==> src/rtl/remap_regs.vh <==
// Register offsets, field positions, reset values and address map of the bank remapper
`ifndef REMAP_REGS_VH
`define REMAP_REGS_VH

// Register indices on the plain register port
`define REG_FLASH_CONTROL_ONE 4'h0
`define REG_LARGE_SELECT_0 4'h1
`define REG_LARGE_SELECT_1 4'h2
`define REG_LARGE_SELECT_2 4'h3
`define REG_LARGE_SELECT_3 4'h4
`define REG_SMALL_SELECT_0 4'h5
`define REG_SMALL_SELECT_1 4'h6
`define REG_ROUTE_STATUS 4'h7
`define REG_HIT_COUNT 4'h8

// Field positions
`define MODE_BIT_POS 0
`define BANK_ENABLE_POS 15
`define LARGE_FIELD_W 7
`define SMALL_FIELD_W 8

// Reset values
`define CONTROL_RESET 16'h0000
`define SELECT_RESET 16'h0000
`define LARGE_FIELD_RESET 7'h00
`define SMALL_FIELD_RESET 8'h00
`define HIT_COUNT_RESET 16'h0000

// Address map
`define FLASH_SPACE_TOP 12'h000
`define RAM_BASE 32'h00804000
`define RAM_END_FULL 32'h0080DFFF
`define RAM_END_REDUCED 32'h0080BFFF
`define SMALL_BASE_FULL 32'h0080C000
`define SMALL_BASE_REDUCED 32'h0080A000
`define LARGE_BLOCK_SIZE 32'h00002000
`define SMALL_BLOCK_SIZE 32'h00001000
`define EXCLUDED_LO 32'h0080C000
`define EXCLUDED_HI 32'h0080DFFF

// Bank counts
`define LARGE_COUNT_FULL 4
`define LARGE_COUNT_REDUCED 3

`endif

==> src/rtl/bank_remap.v <==
// Flash bank to RAM block remapper with its select registers and access router
//
// The address map and the plain strobed port were chosen for this implementation.
`timescale 1ns/1ps
`include "remap_regs.vh"

module bank_remap #(
  parameter FULL_VARIANT = 1,
  parameter EXCLUDE_UPPER = 0
) (
  input wire clk,
  input wire rst_b,
  input wire [3:0] reg_addr,
  input wire [15:0] reg_wdata,
  input wire reg_wr,
  input wire reg_rd,
  output reg [15:0] reg_rdata,
  input wire cpu_req,
  input wire cpu_we,
  input wire [31:0] cpu_addr,
  input wire [31:0] cpu_wdata,
  output reg flash_req,
  output reg ram_req,
  output reg mem_we,
  output reg [31:0] mem_addr,
  output reg [31:0] mem_wdata,
  output reg remapped
);

  localparam LARGE_COUNT = FULL_VARIANT ? `LARGE_COUNT_FULL : `LARGE_COUNT_REDUCED;
  localparam [31:0] RAM_END = FULL_VARIANT ? `RAM_END_FULL : `RAM_END_REDUCED;

  // Software visible state
  reg mode_r;
  reg [6:0] large_field_r [0:3];
  reg [3:0] large_en_r;
  reg [7:0] small_field_r [0:1];
  reg [1:0] small_en_r;
  reg [15:0] hit_count_r;
  reg [15:0] hit_count_nxt;
  reg last_hit_r;
  reg [2:0] last_sel_r;
  reg [15:0] rdata_nxt;

  // Match results for the current CPU access
  wire hit;
  wire [2:0] sel;
  wire [31:0] target;
  wire in_flash;
  wire in_ram;
  wire [27:0] large_fields;
  wire [15:0] small_fields;

  integer k;

  assign large_fields = {large_field_r[3], large_field_r[2], large_field_r[1], large_field_r[0]};
  assign small_fields = {small_field_r[1], small_field_r[0]};
  assign in_flash = (cpu_addr[31:20] == `FLASH_SPACE_TOP);
  assign in_ram = (cpu_addr >= `RAM_BASE) && (cpu_addr <= RAM_END);

  // Comparator sees the live registers; software's settle time covers the path
  remap_match #(
    .FULL_VARIANT(FULL_VARIANT),
    .EXCLUDE_UPPER(EXCLUDE_UPPER)
  ) u_match (
    .addr(cpu_addr),
    .mode(mode_r),
    .large_fields(large_fields),
    .large_en(large_en_r),
    .small_fields(small_fields),
    .small_en(small_en_r),
    .hit(hit),
    .sel(sel),
    .target(target)
  );

  // Register writes; a select written for an absent large bank is dropped
  always @(posedge clk or negedge rst_b) begin
    if (!rst_b) begin
      mode_r <= 1'b0;
      large_en_r <= 4'h0;
      small_en_r <= 2'h0;
      for (k = 0; k < 4; k = k + 1) begin
        large_field_r[k] <= `LARGE_FIELD_RESET;
      end
      for (k = 0; k < 2; k = k + 1) begin
        small_field_r[k] <= `SMALL_FIELD_RESET;
      end
    end else if (reg_wr) begin
      case (reg_addr)
        `REG_FLASH_CONTROL_ONE: begin
          mode_r <= reg_wdata[`MODE_BIT_POS];
        end
        `REG_LARGE_SELECT_0, `REG_LARGE_SELECT_1, `REG_LARGE_SELECT_2,
        `REG_LARGE_SELECT_3: begin
          for (k = 0; k < 4; k = k + 1) begin
            if ((k < LARGE_COUNT) && (reg_addr == `REG_LARGE_SELECT_0 + k[3:0])) begin
              large_field_r[k] <= reg_wdata[6:0];
              large_en_r[k] <= reg_wdata[`BANK_ENABLE_POS];
            end
          end
        end
        `REG_SMALL_SELECT_0: begin
          small_field_r[0] <= reg_wdata[7:0];
          small_en_r[0] <= reg_wdata[`BANK_ENABLE_POS];
        end
        `REG_SMALL_SELECT_1: begin
          small_field_r[1] <= reg_wdata[7:0];
          small_en_r[1] <= reg_wdata[`BANK_ENABLE_POS];
        end
        default: begin
        end
      endcase
    end
  end

  // Read mux; unmapped offsets and absent banks read as zero
  always @* begin
    rdata_nxt = 16'h0000;
    case (reg_addr)
      `REG_FLASH_CONTROL_ONE: rdata_nxt[`MODE_BIT_POS] = mode_r;
      `REG_LARGE_SELECT_0: rdata_nxt = {large_en_r[0], 8'h00, large_field_r[0]};
      `REG_LARGE_SELECT_1: rdata_nxt = {large_en_r[1], 8'h00, large_field_r[1]};
      `REG_LARGE_SELECT_2: rdata_nxt = {large_en_r[2], 8'h00, large_field_r[2]};
      `REG_LARGE_SELECT_3: rdata_nxt = {large_en_r[3], 8'h00, large_field_r[3]};
      `REG_SMALL_SELECT_0: rdata_nxt = {small_en_r[0], 7'h00, small_field_r[0]};
      `REG_SMALL_SELECT_1: rdata_nxt = {small_en_r[1], 7'h00, small_field_r[1]};
      `REG_ROUTE_STATUS: rdata_nxt = {12'h000, last_hit_r, last_sel_r};
      `REG_HIT_COUNT: rdata_nxt = hit_count_r;
      default: rdata_nxt = 16'h0000;
    endcase
  end

  // Read data stand only in the cycle after the strobe
  always @(posedge clk or negedge rst_b) begin
    if (!rst_b) begin
      reg_rdata <= 16'h0000;
    end else if (reg_rd) begin
      reg_rdata <= rdata_nxt;
    end else begin
      reg_rdata <= 16'h0000;
    end
  end

  // Hit counter; a remapped access in the clearing cycle still counts
  always @* begin
    hit_count_nxt = hit_count_r;
    if (reg_wr && reg_addr == `REG_HIT_COUNT) begin
      hit_count_nxt = `HIT_COUNT_RESET;
    end
    if (cpu_req && hit && hit_count_nxt != 16'hFFFF) begin
      hit_count_nxt = hit_count_nxt + 16'h0001;
    end
  end

  // Status of the last flash-space access, held until the next one
  always @(posedge clk or negedge rst_b) begin
    if (!rst_b) begin
      hit_count_r <= `HIT_COUNT_RESET;
      last_hit_r <= 1'b0;
      last_sel_r <= 3'h0;
    end else begin
      hit_count_r <= hit_count_nxt;
      if (cpu_req && in_flash) begin
        last_hit_r <= hit;
        last_sel_r <= sel;
      end
    end
  end

  // Access router: one register stage so every output leaves a flip-flop
  always @(posedge clk or negedge rst_b) begin
    if (!rst_b) begin
      flash_req <= 1'b0;
      ram_req <= 1'b0;
      mem_we <= 1'b0;
      mem_addr <= 32'h00000000;
      mem_wdata <= 32'h00000000;
      remapped <= 1'b0;
    end else begin
      flash_req <= 1'b0;
      ram_req <= 1'b0;
      remapped <= 1'b0;
      if (cpu_req) begin
        mem_we <= cpu_we;
        mem_wdata <= cpu_wdata;
        if (in_flash && hit) begin
          ram_req <= 1'b1;
          remapped <= 1'b1;
          mem_addr <= target;
        end else if (in_flash) begin
          flash_req <= 1'b1;
          mem_addr <= cpu_addr;
        end else if (in_ram) begin
          ram_req <= 1'b1;
          mem_addr <= cpu_addr;
        end else begin
          mem_addr <= cpu_addr;
        end
      end else begin
        mem_we <= 1'b0;
      end
    end
  end

endmodule // bank_remap

==> src/rtl/remap_match.v <==
// Combinational bank comparator and priority selector for the remapper
`timescale 1ns/1ps
`include "remap_regs.vh"

module remap_match #(
  parameter FULL_VARIANT = 1,
  parameter EXCLUDE_UPPER = 0
) (
  input wire [31:0] addr,
  input wire mode,
  input wire [27:0] large_fields,
  input wire [3:0] large_en,
  input wire [15:0] small_fields,
  input wire [1:0] small_en,
  output reg hit,
  output reg [2:0] sel,
  output reg [31:0] target
);

  localparam LARGE_COUNT = FULL_VARIANT ? `LARGE_COUNT_FULL : `LARGE_COUNT_REDUCED;
  localparam [31:0] SMALL_BASE = FULL_VARIANT ? `SMALL_BASE_FULL : `SMALL_BASE_REDUCED;

  // Large bank: field holds A12-A18, the A12 bit is ignored for 8 Kbyte banks
  function large_hit;
    input [31:0] a;
    input [6:0] field;
    begin
      large_hit = (a[19] == 1'b0) && (a[18:13] == field[6:1]);
    end
  endfunction

  // Small bank: field holds A12-A19
  function small_hit;
    input [31:0] a;
    input [7:0] field;
    begin
      small_hit = (a[19:12] == field);
    end
  endfunction

  integer i;
  reg in_flash;

  // Lowest priority tested first so that the highest priority match is the last to land
  always @* begin
    in_flash = (addr[31:20] == `FLASH_SPACE_TOP);
    hit = 1'b0;
    sel = 3'h0;
    target = addr;
    if (in_flash && mode) begin
      for (i = 1; i >= 0; i = i - 1) begin
        if (small_en[i] && small_hit(addr, small_fields[i*8 +: 8])) begin
          hit = 1'b1;
          sel = 3'h4 + i[2:0];
          target = SMALL_BASE + (`SMALL_BLOCK_SIZE * i) + {20'h00000, addr[11:0]};
        end
      end
      for (i = 3; i >= 0; i = i - 1) begin
        if ((i < LARGE_COUNT) && large_en[i] &&
            large_hit(addr, large_fields[i*7 +: 7])) begin
          hit = 1'b1;
          sel = i[2:0];
          target = `RAM_BASE + (`LARGE_BLOCK_SIZE * i) + {19'h00000, addr[12:0]};
        end
      end
      // Reserved RAM range never stands in for flash; the access falls back to flash
      if (hit && EXCLUDE_UPPER && target >= `EXCLUDED_LO && target <= `EXCLUDED_HI) begin
        hit = 1'b0;
        sel = 3'h0;
        target = addr;
      end
    end
  end

endmodule // remap_match

==> config.mk <==
export PLATFORM = sky130hd
export DESIGN_NAME = bank_remap
export DESIGN_NICKNAME = d
export VERILOG_FILES = /design/src/rtl/bank_remap.v /design/src/rtl/remap_match.v
export VERILOG_INCLUDE_DIRS = /design/src /design/src/rtl
export SDC_FILE = /design/constraint.sdc
export NUM_CORES = 1
export LEC_CHECK = 0
export BUFFER_PORTS_ARGS = -buffer_cell sky130_fd_sc_hd__buf_2
export CORE_UTILIZATION = 57
export CTS_CLUSTER_SIZE = 40
export DETAILED_ROUTE_END_ITERATION = 8
export GPL_TIMING_DRIVEN = 1
export HOLD_SLACK_MARGIN = 0.02
export PLACE_DENSITY = 0.93
export SLEW_MARGIN = 20
export SYNTH_ARGS = -nofsm -noshare
export SYNTH_HDL_FRONTEND = slang
export SYNTH_SLANG_ARGS = --single-unit
==> constraint.sdc <==
create_clock -name clk -period 3.7 [get_ports clk]
set_clock_uncertainty 0.05 [all_clocks]
set_input_delay 0.74 -clock clk [delete_from_list [all_inputs] [get_ports clk]]
set_output_delay 0.74 -clock clk [all_outputs]
set_load 0.05 [all_outputs]
-- After elaboration in Yosys (flattened, before gate mapping)
Cells that the tools add are included.
- bits in registers: 155
- output and inout bits: 84
- logic and storage cells: 112
- add/subtract/negate cells: 7
- order comparisons: 2
- equality and inequality tests: 15
- multiplexer cells: 37
- bitwise gates (word level): 1
- reduce and logical (&&, ||, !) cells: 27
- operator list (operator ; number):
    2-to-1 mux 32 bit ; 8
    case mux 15 bit (8 select lines) ; 1
    adder 24 x 13 -> 25 bit, first input constant ; 4
    adder 24 x 12 -> 25 bit, first input constant ; 2
    2-to-1 mux 16 bit ; 3
    greater-or-equal comparator 32 x 24 -> 1 bit, second input constant ; 1
    less-or-equal comparator 32 x 24 -> 1 bit, second input constant ; 1
    equality test 6 bit ; 4
    2-to-1 mux 3 bit ; 7
    logical AND 1 bit ; 17
    2-to-1 mux 1 bit ; 17
    adder 16 x 1 -> 16 bit, second input constant ; 1
    equality test 4 x 3 -> 1 bit, second input constant ; 4
    equality test 8 bit ; 2
    inequality test 16 bit, second input constant ; 1
    logical NOT 12 bit ; 1
    AND reduction 3 bit ; 4
    case mux 1 bit (9 select lines) ; 1
    equality test 4 x 2 -> 1 bit, second input constant ; 2
    AND reduction 2 bit ; 3
    equality test 4 x 1 -> 1 bit, second input constant ; 1
    equality test 4 bit, second input constant ; 1
    logical NOT 4 bit ; 1
    OR reduction 4 bit ; 1
    NOT 1 bit ; 1

-- Longest topological paths before layout
Gate-level depths: netlist of the first run.
- depth after elaboration: 12
- mapped depth: 12
- mapped depth without buffers: 10

-- Cells and area by module
From an unflattened synthesis of the first run, not the netlist that was laid out.
- cell total of the unflattened synthesis: 724
- area, all modules: 7905.1 µm²
- by module, submodules not included (module ; times used ; cells an instance ; area each (µm²) ; sequential area each (µm²)):
    bank_remap ; 1 ; 601 ; 6947.9 ; 3878.7
    remap_match ; 1 ; 123 ; 957.2 ; 0.0

-- Least setup slack after synthesis of the first run
No wires, ideal clock.
- kind: input-to-reg
- start point: input port reg_addr[3]
- end point: register hit_count_r[12]
- library setup time: 0.079 ns
- data arrival time: 3.470 ns
- required time: 3.571 ns
- path slack: 0.101 ns
- cell stages on the path: 12
- buffers on the path: 2
- path through: clkbuf_1 nor4b_2 nand2_1 and2_1 ha_1 nand4_1 a2111oi_4 a311oi_2 buf_4 nand4_1 a21oi_2 mux2i_1
- word-level cells in the longest chain between the ends: 6
- elaborated cells between the ends (all ways): 7
- classes of those cells: add/sub (1); eq/ne (2); mux (2); reduce/logical (2)
- ends and longest elaborated chain (element ; RTL line ; text):
    start: declaration ; bank_remap.v:13 ; input wire [3:0] reg_addr,
    equality test 4 bit (*) ; - ;
    logical AND 1 bit (no source line) (*) ; - ;
    2-to-1 mux 16 bit (*) ; bank_remap.v:148 ; if (reg_wr && reg_addr == `REG_HIT_COUNT) begin
    parallel branches: the longest is 2 deep, another holds adder 16 x 1 -> 16 bit ; - ;
    2-to-1 mux 16 bit (*) ; bank_remap.v:151 ; if (cpu_req && hit && hit_count_nxt != 16'hFFFF) begin
    net hit_count_nxt[12] ; bank_remap.v:40 ; reg [15:0] hit_count_nxt;
    end signal: assignment ; bank_remap.v:159 ; hit_count_r <= `HIT_COUNT_RESET;
    end signal: assignment ; bank_remap.v:163 ; hit_count_r <= hit_count_nxt;
    end: declaration ; bank_remap.v:39 ; reg [15:0] hit_count_r;
Mark *: on every way through the listed nets, which the timed path passes.
A chain may end at the register's enable or synchronous reset.

-- Worst setup path in the final report of the first run
- start point: input port reg_addr[3]
- end point: register hit_count_r[14]
Same word-level chain as after synthesis.

==> flow_metrics.py, run 1 <==
metrics = {
    "synthesis": {
        "synth_nets": 722,
        "synth_cells": 631,
        "yosysUniqueCellTypes": 63,
        "syn_area_per_cell_um2": 11.9,
        "synth-async-reset-ratio": 1.00,
        "yosys_warnings": 0,
        "ys.flop_type": "dfrtp_1",
        "synth_edf_count": 0,
        "syn_area_um2": 7510,
        "synth_seq_area_share": 0.517,
        "ys_ff_latch": 155,
    },
    "floorplan": {
        "fp.dieW_um": 117,
        "core_um2": 12700,
        "io_pins": 174,
        "die_h_um": 117,
        "start_util": 0.590,
        "num_rows": 41,
        "dieArea_um2": 13600,
    },
    "cts": {
        "tritoncts": "yes",
        "clk_pin_slew_ns": 0.06,
        "cts-root-buf": "clkbuf_16",
        "cts_resized": 0,
        "clkSinkCount": 155,
        "cts_setup_buffers": 0,
        "htreeDepth": 4,
        "ctsHoldBuffers": 0,
        "clk_path_buf_depth": 2,
        "clkLatencyLatePin_ns": 0.44,
        "numCtsBuffers": 17,
    },
    "final_layout": {
        "layout.cells.non_filler": 978,
        "syn2layout_area_growth_pct": 21.2,
        "antenna_cells": 0,
        "seqCellArea_um2": 3880,
        "fin_area_um2": 9090,
        "multi_input_comb_area_um2": 3450,
        "nFillCells": 884,
        "drive_gt1_frac": 0.427,
        "nNetsFinal": 884,
    },
    "drt": {
        "dr.pass1.iters": 5,
        "drc": 0,
        "wirelength_um": 20300,
        "final_antenna_net_count": 0,
        "via_count": 5930,
        "wl_per_cell_um": 20.8,
        "avgViaCountPerCell": 6.06,
        "first_iter_violations": 585,
    },
    "hold_path": {
        "hold_path_class": "in2async",
    },
    "pwr": {
        "vdd_drop_max_v": 0.000418,
        "p_leak_nw": 4.16,
        "powerDensity_nw_per_um2": 521,
    },
    "placement": {
        "dpl.cell_count": 946,
        "dpl_cell_area_um2": 8520,
        "port_buffers": 166,
        "dp.final_hpwl_um": 14100,
        "gp_congestion": 0.963,
    },
    "timing": {
        "rsz0062_at_grt": "false",
        "slew_violations": 0,
        "min_period_ns": 2.78,
        "finalHoldViolations": 0,
        "slew_headroom": 0.411,
        "worstMarginPinSlew_ns": 0.884,
        "fin_tns_setup_ns": 0,
        "hold_ws_ns": 0.359,
        "fmax_mhz": 359,
        "period_share": 0.752,
        "setup_viol": 0,
    },
    "setup_path": {
        "critPathSlowestCell": "a2111oi_4",
        "endpoint_kind": "register",
        "cp_top_family": "simple AND/OR/NAND/NOR gates",
        "worstPathArrival_ns": 3.06,
        "path_cells": "buf_2, nor4b_2, nand2_1, and2_1, ha_1, nand4_1, a2111oi_4, nand3_1, or4b_1, a21oi_1, nor3_1",
        "crit_fanout": 4,
        "crit_required_ns": 3.97,
        "slowest_delay_ns": 0.48,
        "crit_type": "in2reg",
        "critPathLaunchType": "input port",
        "cp_num_buf_inv": 1,
    },
    "flow_run": {
        "max_cap_violations": 0,
    },
    "global_route": {
        "overflow": 0,
        "antenna_found_initial": 0,
        "grt_pass1_vias": 6018,
        "grtUsageTotal": 0.316,
        "grt_first_pass_wirelength_um": 31600,
        "grt_max_degree": 114,
    },
    "status": {
        "outcome": "complete, no violations",
    },
}
synth_stat cells, types with 8 or more instances:
| master | number | share of area |
|---|---|---|
| o21ai_0 | 8 | 0.0053 |
| nand2_1 | 43 | 0.022 |
| nor3_1 | 17 | 0.011 |
| mux2i_1 | 17 | 0.023 |
| nor2b_1 | 11 | 0.0092 |
| nand3_1 | 19 | 0.013 |
| a21oi_2 | 10 | 0.012 |
| nand4_1 | 15 | 0.013 |
| mux2_2 | 108 | 0.16 |
| nor2_1 | 18 | 0.0090 |
| xor2_1 | 20 | 0.023 |
| dfrtp_1 | 155 | 0.52 |
| xnor2_1 | 23 | 0.027 |
| clkbuf_1 | 30 | 0.015 |
| nand2b_1 | 14 | 0.012 |
| and3_1 | 11 | 0.0092 |
| a21oi_1 | 16 | 0.011 |
layer usage:
layer,vias to the layer above,wire length [um],global-route usage
met3,71,1820,0.0950
met5,-,0,0
li1,2603,-,-
met2,353,10100,0.514
met4,0,680,0.159
met1,2903,7670,0.383
worst reg2reg max path, stage by stage, from the launching register on:
cell       delay [ns]
dfrtp_1          0.43
xnor2_1          0.18
nand3_1          0.18
or2_2            0.39
and4_1           0.43
a2111oi_0        0.59
xnor2_1          0.14
report_power, final:
group | switching (mW) | internal (mW) | total (mW)
Sequential | 0.176 | 1.90 | 2.07
Combinational | 0.605 | 0.371 | 0.975
Clock | 0.735 | 0.957 | 1.69
registers in the layout (all words and copies together), names as in the netlist:
name           cells
small_field_r     16
last_sel_r         3
large_field_r     28
ram_req            1
small_en_r         2
mem_addr          32
large_en_r         4
mem_wdata         32
flash_req          1
mode_r             1
hit_count_r       16
reg_rdata         16
last_hit_r         1
remapped           1
mem_we             1
cells by family (layout without fill, tap and decap cells):
group           count (synthesis)  after routing  synth area share
compound gates                 80             80            0.0812
xor+xnor                       43             43            0.0502
flops                         155            155             0.517
simple gates                  175            175             0.128
mux                           133            133             0.198
buf+inv                        44            219            0.0242
fa+ha+maj                       1              1           0.00167
final cells by class:
| cell class | instances | share of cell area |
|---|---|---|
| sequential | 155 | 0.426 |
| multi-input combinational | 432 | 0.379 |
| timing repair buffer | 182 | 0.106 |
| clock buffer | 18 | 0.0483 |
| tap | 172 | 0.0237 |
| clock inverter | 14 | 0.0149 |
| inverter | 5 | 0.00206 |
through the flow:
| stage | util | setup WS (ns) | power (mW) |
|---|---|---|---|
| after floorplan | - | 0.101 | 2.73 |
| after global placement | 0.670 | 0.585 | 3.01 |
| after detailed placement | 0.670 | 0.520 | 3.05 |
| after CTS | 0.715 | 0.941 | 4.75 |
| after global routing | 0.715 | 0.681 | 4.90 |
| final | 0.715 | 0.916 | 4.74 |
layout by cell type (no fill, tap or decap), types with 3 or more instances in the layout:
| cell type | netlist | layout |
|---|---|---|
| a21oi_1 | 16 | 16 |
| a21oi_2 | 10 | 10 |
| a22oi_1 | 5 | 5 |
| a31oi_1 | 5 | 5 |
| a32oi_1 | 3 | 3 |
| and2_1 | 4 | 4 |
| and3_1 | 11 | 11 |
| and4_1 | 3 | 3 |
| buf_2 | 4 | 165 |
| buf_4 | 1 | 16 |
| clkbuf_16 | 0 | 17 |
| clkinv_2 | 0 | 3 |
| dfrtp_1 | 155 | 155 |
| inv_1 | 5 | 5 |
| inv_6 | 0 | 4 |
| mux2_1 | 7 | 7 |
| mux2_2 | 108 | 108 |
| mux2i_1 | 17 | 17 |
| nand2_1 | 43 | 43 |
| nand2b_1 | 14 | 14 |
| nand3_1 | 19 | 19 |
| nand4_1 | 15 | 15 |
| nor2_1 | 18 | 18 |
| nor2b_1 | 11 | 10 |
| nor3_1 | 17 | 17 |
| nor3b_1 | 3 | 3 |
| o21ai_0 | 8 | 8 |
| o2bb2ai_1 | 5 | 5 |
| o31ai_1 | 3 | 3 |
| or3_1 | 4 | 4 |
| or4_4 | 3 | 3 |
| xnor2_1 | 23 | 23 |
| xor2_1 | 20 | 20 |
path summary, 6_finish.rpt:
check / start / to / slack (ns) / cells after the start
min: rst_b / mem_wdata[21] / 0.36 / 1
max in group asynchronous: rst_b / mem_wdata[23] / 2.38 / 2
min reg2reg: mem_addr[19] / mem_addr[19] / 0.44 / 1
max reg2reg: large_field_r[13] / hit_count_r[11] / 1.18 / 6
max: reg_addr[3] / hit_count_r[14] / 0.92 / 11
min in group clk: mem_addr[19] / mem_addr[19] / 0.44 / 1
(Power assumes the default switching activity.)
==> run 2: changes to the inputs <==
--- a/config.mk
+++ b/config.mk
@@ -7,12 +7,12 @@
 export NUM_CORES = 1
 export LEC_CHECK = 0
 export BUFFER_PORTS_ARGS = -buffer_cell sky130_fd_sc_hd__buf_2
-export CORE_UTILIZATION = 57
+export CORE_UTILIZATION = 49
 export CTS_CLUSTER_SIZE = 40
 export DETAILED_ROUTE_END_ITERATION = 8
 export GPL_TIMING_DRIVEN = 1
 export HOLD_SLACK_MARGIN = 0.02
-export PLACE_DENSITY = 0.93
+export PLACE_DENSITY = 0.86
 export SLEW_MARGIN = 20
 export SYNTH_ARGS = -nofsm -noshare
 export SYNTH_HDL_FRONTEND = slang
==> constraint.sdc (replaced) <==
create_clock -name clk -period 2.5 [get_ports clk]
set_clock_uncertainty 0.05 [all_clocks]
set_input_delay 0.5 -clock clk [delete_from_list [all_inputs] [get_ports clk]]
set_output_delay 0.5 -clock clk [all_outputs]
set_load 0.05 [all_outputs]
==> flow_metrics.py, run 2 (synthesized netlist as in run 1, its figures left out) <==
metrics = {
    "drt": {
        "avgViaCountPerCell": 5.71,
        "top_layer": "met4",
        "first_iter_violations": 371,
        "wirelength_um": 19700,
        "final_antenna_net_count": 0,
        "wl_per_cell_um": 19.2,
        "dr_wl_met2_um": 9860,
        "dr.pass1.iters": 6,
        "m1WireLength_um": 7990,
        "via_count": 5868,
        "drc": 0,
        "dr_wl_met3_um": 1270,
    },
    "timing": {
        "min_period_ns": 2.42,
        "slew_violations": 0,
        "slew_headroom": 0.636,
        "period_share": 0.967,
        "fmax_mhz": 414,
        "fin_ws_ns": 0.0820,
        "setup_viol": 0,
        "hold_ws_ns": 0.220,
        "finalHoldViolations": 0,
        "worstMarginPinSlew_ns": 0.543,
    },
    "setup_path": {
        "critPathSlowestCell": "or4_4",
        "crit_required_ns": 2.80,
        "crit_type": "in2reg",
        "worstPathArrival_ns": 2.72,
        "critPathLaunchType": "input port",
        "rr_endpoint": "hit_count_r[14]",
        "cp_num_buf_inv": 2,
        "cpMostUsedCell": "or4_4",
        "slowest_delay_ns": 0.56,
        "path_cells": "buf_2, or4_4, or4_4, a311oi_4, buf_4, nand3_1, a21oi_2, mux2i_1",
        "crit_fanout": 7,
        "reg2reg_from": "hit_count_r[1]",
        "rr_worst_depth": 9,
        "ff2ff_setup_slack_ns": 0.23,
        "cp_top_family": "simple AND/OR/NAND/NOR gates",
        "endpoint_kind": "register",
    },
    "final_layout": {
        "nNetsFinal": 922,
        "antenna_cells": 0,
        "largestRegisters": "mem_addr: 32 flops, mem_wdata: 32 flops, large_field_r: 28 flops",
        "final_cell_mix": "buf_2, dfrtp_1, mux2_2",
        "syn2layout_area_growth_pct": 26.7,
        "final_util": 0.645,
        "final_common_cell": "buf_2",
        "drive_gt1_frac": 0.460,
    },
    "placement": {
        "gp_congestion": 0.955,
        "port_buffers": 166,
        "pre_cts_slack_ns": -0.395,
        "dp.final_hpwl_um": 14400,
    },
    "floorplan": {
        "num_rows": 44,
        "core_um2": 14800,
        "start_util": 0.509,
        "io_pins": 174,
        "fp.dieW_um": 126,
        "dieArea_um2": 15800,
        "die_h_um": 126,
    },
    "cts": {
        "numCtsBuffers": 17,
        "clkLatencyLatePin_ns": 0.44,
        "clkSinkCount": 155,
        "clk_pin_slew_ns": 0.07,
        "cts-root-buf": "clkbuf_16",
        "tritoncts": "yes",
        "clk_path_buf_depth": 2,
        "htreeDepth": 4,
    },
    "hold_path": {
        "min_path_cells": 2,
        "worstHoldStart": "cpu_we",
        "min_to": "mem_we",
        "hold_path_class": "in2reg",
    },
    "flow_run": {
        "max_cap_violations": 0,
    },
    "status": {
        "outcome": "complete, no violations",
    },
    "pwr": {
        "p_leak_nw": 4.36,
        "vdd_drop_max_v": 0.000630,
        "powerDensity_nw_per_um2": 758,
    },
    "global_route": {
        "grt_pass1_vias": 6042,
        "grt_first_pass_wirelength_um": 31200,
        "grt_max_degree": 62,
        "overflow": 0,
        "antenna_found_initial": 0,
        "grtUsageTotal": 0.257,
    },
}
run 2: cell types whose count changed in the layout (fill, tap and decap cells not counted), sizes merged:
| cell | change |
|---|---|
| clkbuf | -1 |
| inv | +2 |
| dlygate4sd3 | +1 |
| clkinv | -3 |
| buf | +38 |
| bufinv | +1 |
run 2: worst max path at each step:
stage | startpoint | end | slack (ns) | cells past startpoint
2_1_floorplan | reg_addr[0] | hit_count_r[1] | -0.34 | 10
3_3_place_gp | cpu_addr[24] | hit_count_r[9] | -0.29 | 8
3_5_place_dp | cpu_addr[24] | hit_count_r[8] | -0.39 | 8
4_1_cts | cpu_addr[24] | hit_count_r[8] | 0.07 | 8
5_1_grt | cpu_addr[24] | hit_count_r[8] | -0.0008 | 8
6_report | cpu_addr[24] | hit_count_r[8] | 0.08 | 8
run 2: layer usage:
layer / vias up / global-route usage
li1: 2672 / -
met1: 2906 / 0.311
met4: 0 / 0.126
met5: - / 0
met3: 44 / 0.0667
met2: 246 / 0.428
run 2: what timing repair did:
| action | in CTS | in global routing |
|---|---|---|
| hold buffers | 1 | 0 |
| buffers inserted | 0 | 0 |
| resized for setup | 0 | 1 |
| setup endpoints to repair | 0 | 1 |
| endpoints found under the hold margin | 45 | 0 |
run 2: worst reg2reg max path, cell delays in order, from the launching register on:
cell and delay [ns]:
dfrtp_1 0.41, and2_4 0.19, ha_4 0.13, nand4_1 0.12, a2111oi_4 0.31, buf_4 0.19, nand3_1 0.09, or4b_1 0.47
a21oi_1 0.14, nor3_1 0.07
run 2: cell type report:
cell class,count,area (um^2)
Timing Repair Buffer,220,1270
Sequential cell,155,3880
Multi-Input combinational cell,432,3500
Tap cell,184,230
Clock buffer,18,439
Fill cell,1163,5240
Clock inverter,14,171
Inverter,5,18.8
run 2: report_power, final:
part	switching (mW)	internal [mW]	total (mW)
clock network	1.15	1.54	2.69
logic	0.882	0.572	1.45
registers	0.258	2.81	3.07
run 2: through the flow:
stage / power [mW] / TNS (ns) / instances / instance area [um^2]
after floorplan: 4.05 / -4.15 / 631 / 7570
after global placement: 4.49 / -3.13 / 995 / 8880
after CTS: 7.23 / 0 / 1028 / 9500
after global routing: 7.46 / -0.000846 / 1028 / 9510
after detailed placement: 4.54 / -4.09 / 995 / 8880
final: 7.21 / 0 / 1028 / 9510
==> run 3: changes to the inputs <==
--- a/config.mk
+++ b/config.mk
@@ -7,12 +7,12 @@
 export NUM_CORES = 1
 export LEC_CHECK = 0
 export BUFFER_PORTS_ARGS = -buffer_cell sky130_fd_sc_hd__buf_2
-export CORE_UTILIZATION = 49
+export CORE_UTILIZATION = 45
 export CTS_CLUSTER_SIZE = 40
 export DETAILED_ROUTE_END_ITERATION = 8
 export GPL_TIMING_DRIVEN = 1
 export HOLD_SLACK_MARGIN = 0.02
-export PLACE_DENSITY = 0.86
+export PLACE_DENSITY = 0.8
 export SLEW_MARGIN = 20
 export SYNTH_ARGS = -nofsm -noshare
 export SYNTH_HDL_FRONTEND = slang
==> constraint.sdc (replaced) <==
create_clock -name clk -period 2.16 [get_ports clk]
set_clock_uncertainty 0.05 [all_clocks]
set_input_delay 0.432 -clock clk [delete_from_list [all_inputs] [get_ports clk]]
set_output_delay 0.432 -clock clk [all_outputs]
set_load 0.05 [all_outputs]
==> flow_metrics.py, run 3 (synthesized netlist as in run 1, its figures left out) <==
metrics = {
    "setup_path": {
        "crit_required_ns": 2.46,
        "cp_top_family": "simple AND/OR/NAND/NOR gates",
        "path_cells": "buf_8, nor4b_4, nand2_2, and2_4, ha_4, nand4_1, a2111oi_4, buf_4, a311oi_4, buf_6, nand4_1, a21oi_2, mux2i_1",
        "endpoint_kind": "register",
        "critPathLaunchType": "input port",
        "crit_fanout": 8,
        "slowest_delay_ns": 0.31,
        "reg2reg_from": "hit_count_r[1]",
        "crit_type": "in2reg",
        "rr_worst_depth": 9,
        "rr_endpoint": "hit_count_r[14]",
        "critPathSlowestCell": "a311oi_4",
        "ff2ff_setup_slack_ns": -0.04,
        "cp_num_buf_inv": 3,
        "cpMostUsedCell": "nand4_1",
        "worstPathArrival_ns": 2.54,
    },
    "cts": {
        "htreeDepth": 4,
        "clkSinkCount": 155,
        "tritoncts": "yes",
        "numCtsBuffers": 17,
        "clk_path_buf_depth": 2,
        "cts-root-buf": "clkbuf_16",
        "clkLatencyLatePin_ns": 0.43,
        "clk_pin_slew_ns": 0.07,
    },
    "hold_path": {
        "hold_path_class": "in2reg",
        "min_to": "mem_we",
        "worstHoldStart": "cpu_we",
        "min_path_cells": 2,
    },
    "final_layout": {
        "fin_area_um2": 9950,
        "antenna_cells": 0,
        "final_cell_mix": "buf_2, dfrtp_1, mux2_2",
        "drive_gt1_frac": 0.494,
        "final_util": 0.620,
        "nNetsFinal": 960,
        "layout.cells.non_filler": 1098,
        "syn2layout_area_growth_pct": 32.6,
        "final_common_cell": "buf_2",
        "largestRegisters": "mem_addr: 32 flops, mem_wdata: 32 flops, large_field_r: 28 flops",
    },
    "floorplan": {
        "num_rows": 46,
        "core_um2": 16100,
        "die_h_um": 131,
        "dieArea_um2": 17200,
        "start_util": 0.467,
        "io_pins": 174,
        "fp.dieW_um": 131,
    },
    "pwr": {
        "vdd_drop_max_v": 0.000624,
        "powerDensity_nw_per_um2": 835,
        "p_leak_nw": 4.58,
    },
    "timing": {
        "slew_violations": 0,
        "fmax_mhz": 446,
        "slew_headroom": 0.629,
        "finalHoldViolations": 0,
        "rsz0062_at_grt": "true",
        "setup_viol": 13,
        "worstMarginPinSlew_ns": 0.553,
        "min_period_ns": 2.24,
        "period_share": 1.04,
        "fin_ws_ns": -0.0832,
    },
    "placement": {
        "port_buffers": 166,
        "pre_cts_slack_ns": -0.638,
        "dpl_cell_area_um2": 9210,
        "dpl.cell_count": 1058,
        "gp_congestion": 0.881,
        "dp.final_hpwl_um": 14800,
    },
    "drt": {
        "wl_per_cell_um": 18.4,
        "final_antenna_net_count": 0,
        "avgViaCountPerCell": 5.47,
        "via_count": 6011,
        "drc": 0,
        "first_iter_violations": 409,
        "dr.pass1.iters": 6,
        "wirelength_um": 20200,
    },
    "flow_run": {
        "max_cap_violations": 0,
    },
    "global_route": {
        "grtUsageTotal": 0.241,
        "antenna_found_initial": 0,
        "grt_max_degree": 53,
        "overflow": 0,
        "grt_first_pass_wirelength_um": 32500,
        "grt_pass1_vias": 6279,
    },
    "status": {
        "violations": "setup timing",
        "outcome": "finished with violations",
    },
}
[run 3: cell types whose count changed in the layout (fill, tap and decap cells not counted), moves of 2 or more]
cell / before / now
buf_12: 2 / 6
buf_2: 165 / 162
inv_6: 3 / 8
clkinv_8: 0 / 2
buf_4: 51 / 84
inv_8: 5 / 2
nand2_2: 1 / 5
nand2_1: 42 / 38
buf_6: 1 / 4
[run 3: area by class of cell]
| class | count | area [um^2] |
|---|---|---|
| clock inverters | 15 | 171 |
| multi-input cells | 432 | 3560 |
| well taps | 216 | 270 |
| clock buffers | 17 | 425 |
| fillers | 1279 | 6110 |
| flip-flops and latches | 155 | 3880 |
| inverters | 5 | 18.8 |
| repair buffers | 258 | 1630 |
[run 3: through the flow]
stage	setup TNS (ns)	total power, mW	hold WS [ns]
after floorplan	-8.64	4.69	0.0864
after global placement	-9.16	5.26	0.350
after detailed placement	-10.03	5.31	0.358
after CTS	-0.341	8.35	0.156
after global routing	-2.18	8.60	0.168
final	-0.608	8.31	0.169
[run 3: power breakdown]
group	leakage [nW]	internal, mW	switching (mW)
Combinational	2.35	0.708	1.05
Sequential	1.93	3.25	0.290
Clock	0.290	1.65	1.36
[run 3: layer usage]
layer	track usage	share of wire	wire length, um	up-vias
met1	0.304	0.42	8440	2953
met5	0	0	0	-
li1	-	-	-	2759
met4	0.101	0.026	519	0
met2	0.396	0.49	9870	262
met3	0.0559	0.067	1360	37
[run 3: worst max-delay path by stage]
stage	cells past startpoint	endpoint	slack, ns	from
floorplan	10	hit_count_r[1]	-0.61	reg_addr[0]
global placement	8	hit_count_r[9]	-0.59	cpu_addr[25]
detailed placement	8	hit_count_r[9]	-0.64	cpu_addr[25]
CTS	13	hit_count_r[9]	-0.07	reg_addr[2]
global route	13	hit_count_r[9]	-0.20	reg_addr[2]
finish	13	hit_count_r[9]	-0.08	reg_addr[2]
[run 3: worst reg2reg max path: stages (launching register included)]
cell and delay, ns:
dfrtp_1 0.36, and2_4 0.16, ha_4 0.12, nand4_1 0.12, a2111oi_4 0.32, buf_4 0.18
nand3_2 0.08, or4b_1 0.49, a21oi_1 0.13, nor3_1 0.06
[run 3: repair_timing]
action                                 CTS  global route
pin swaps                               12             5
setup buffers                            4             3
endpoints found under the hold margin   45             0
resized for setup                       10             9
hold buffers                             1             0
setup endpoints to repair               13            21
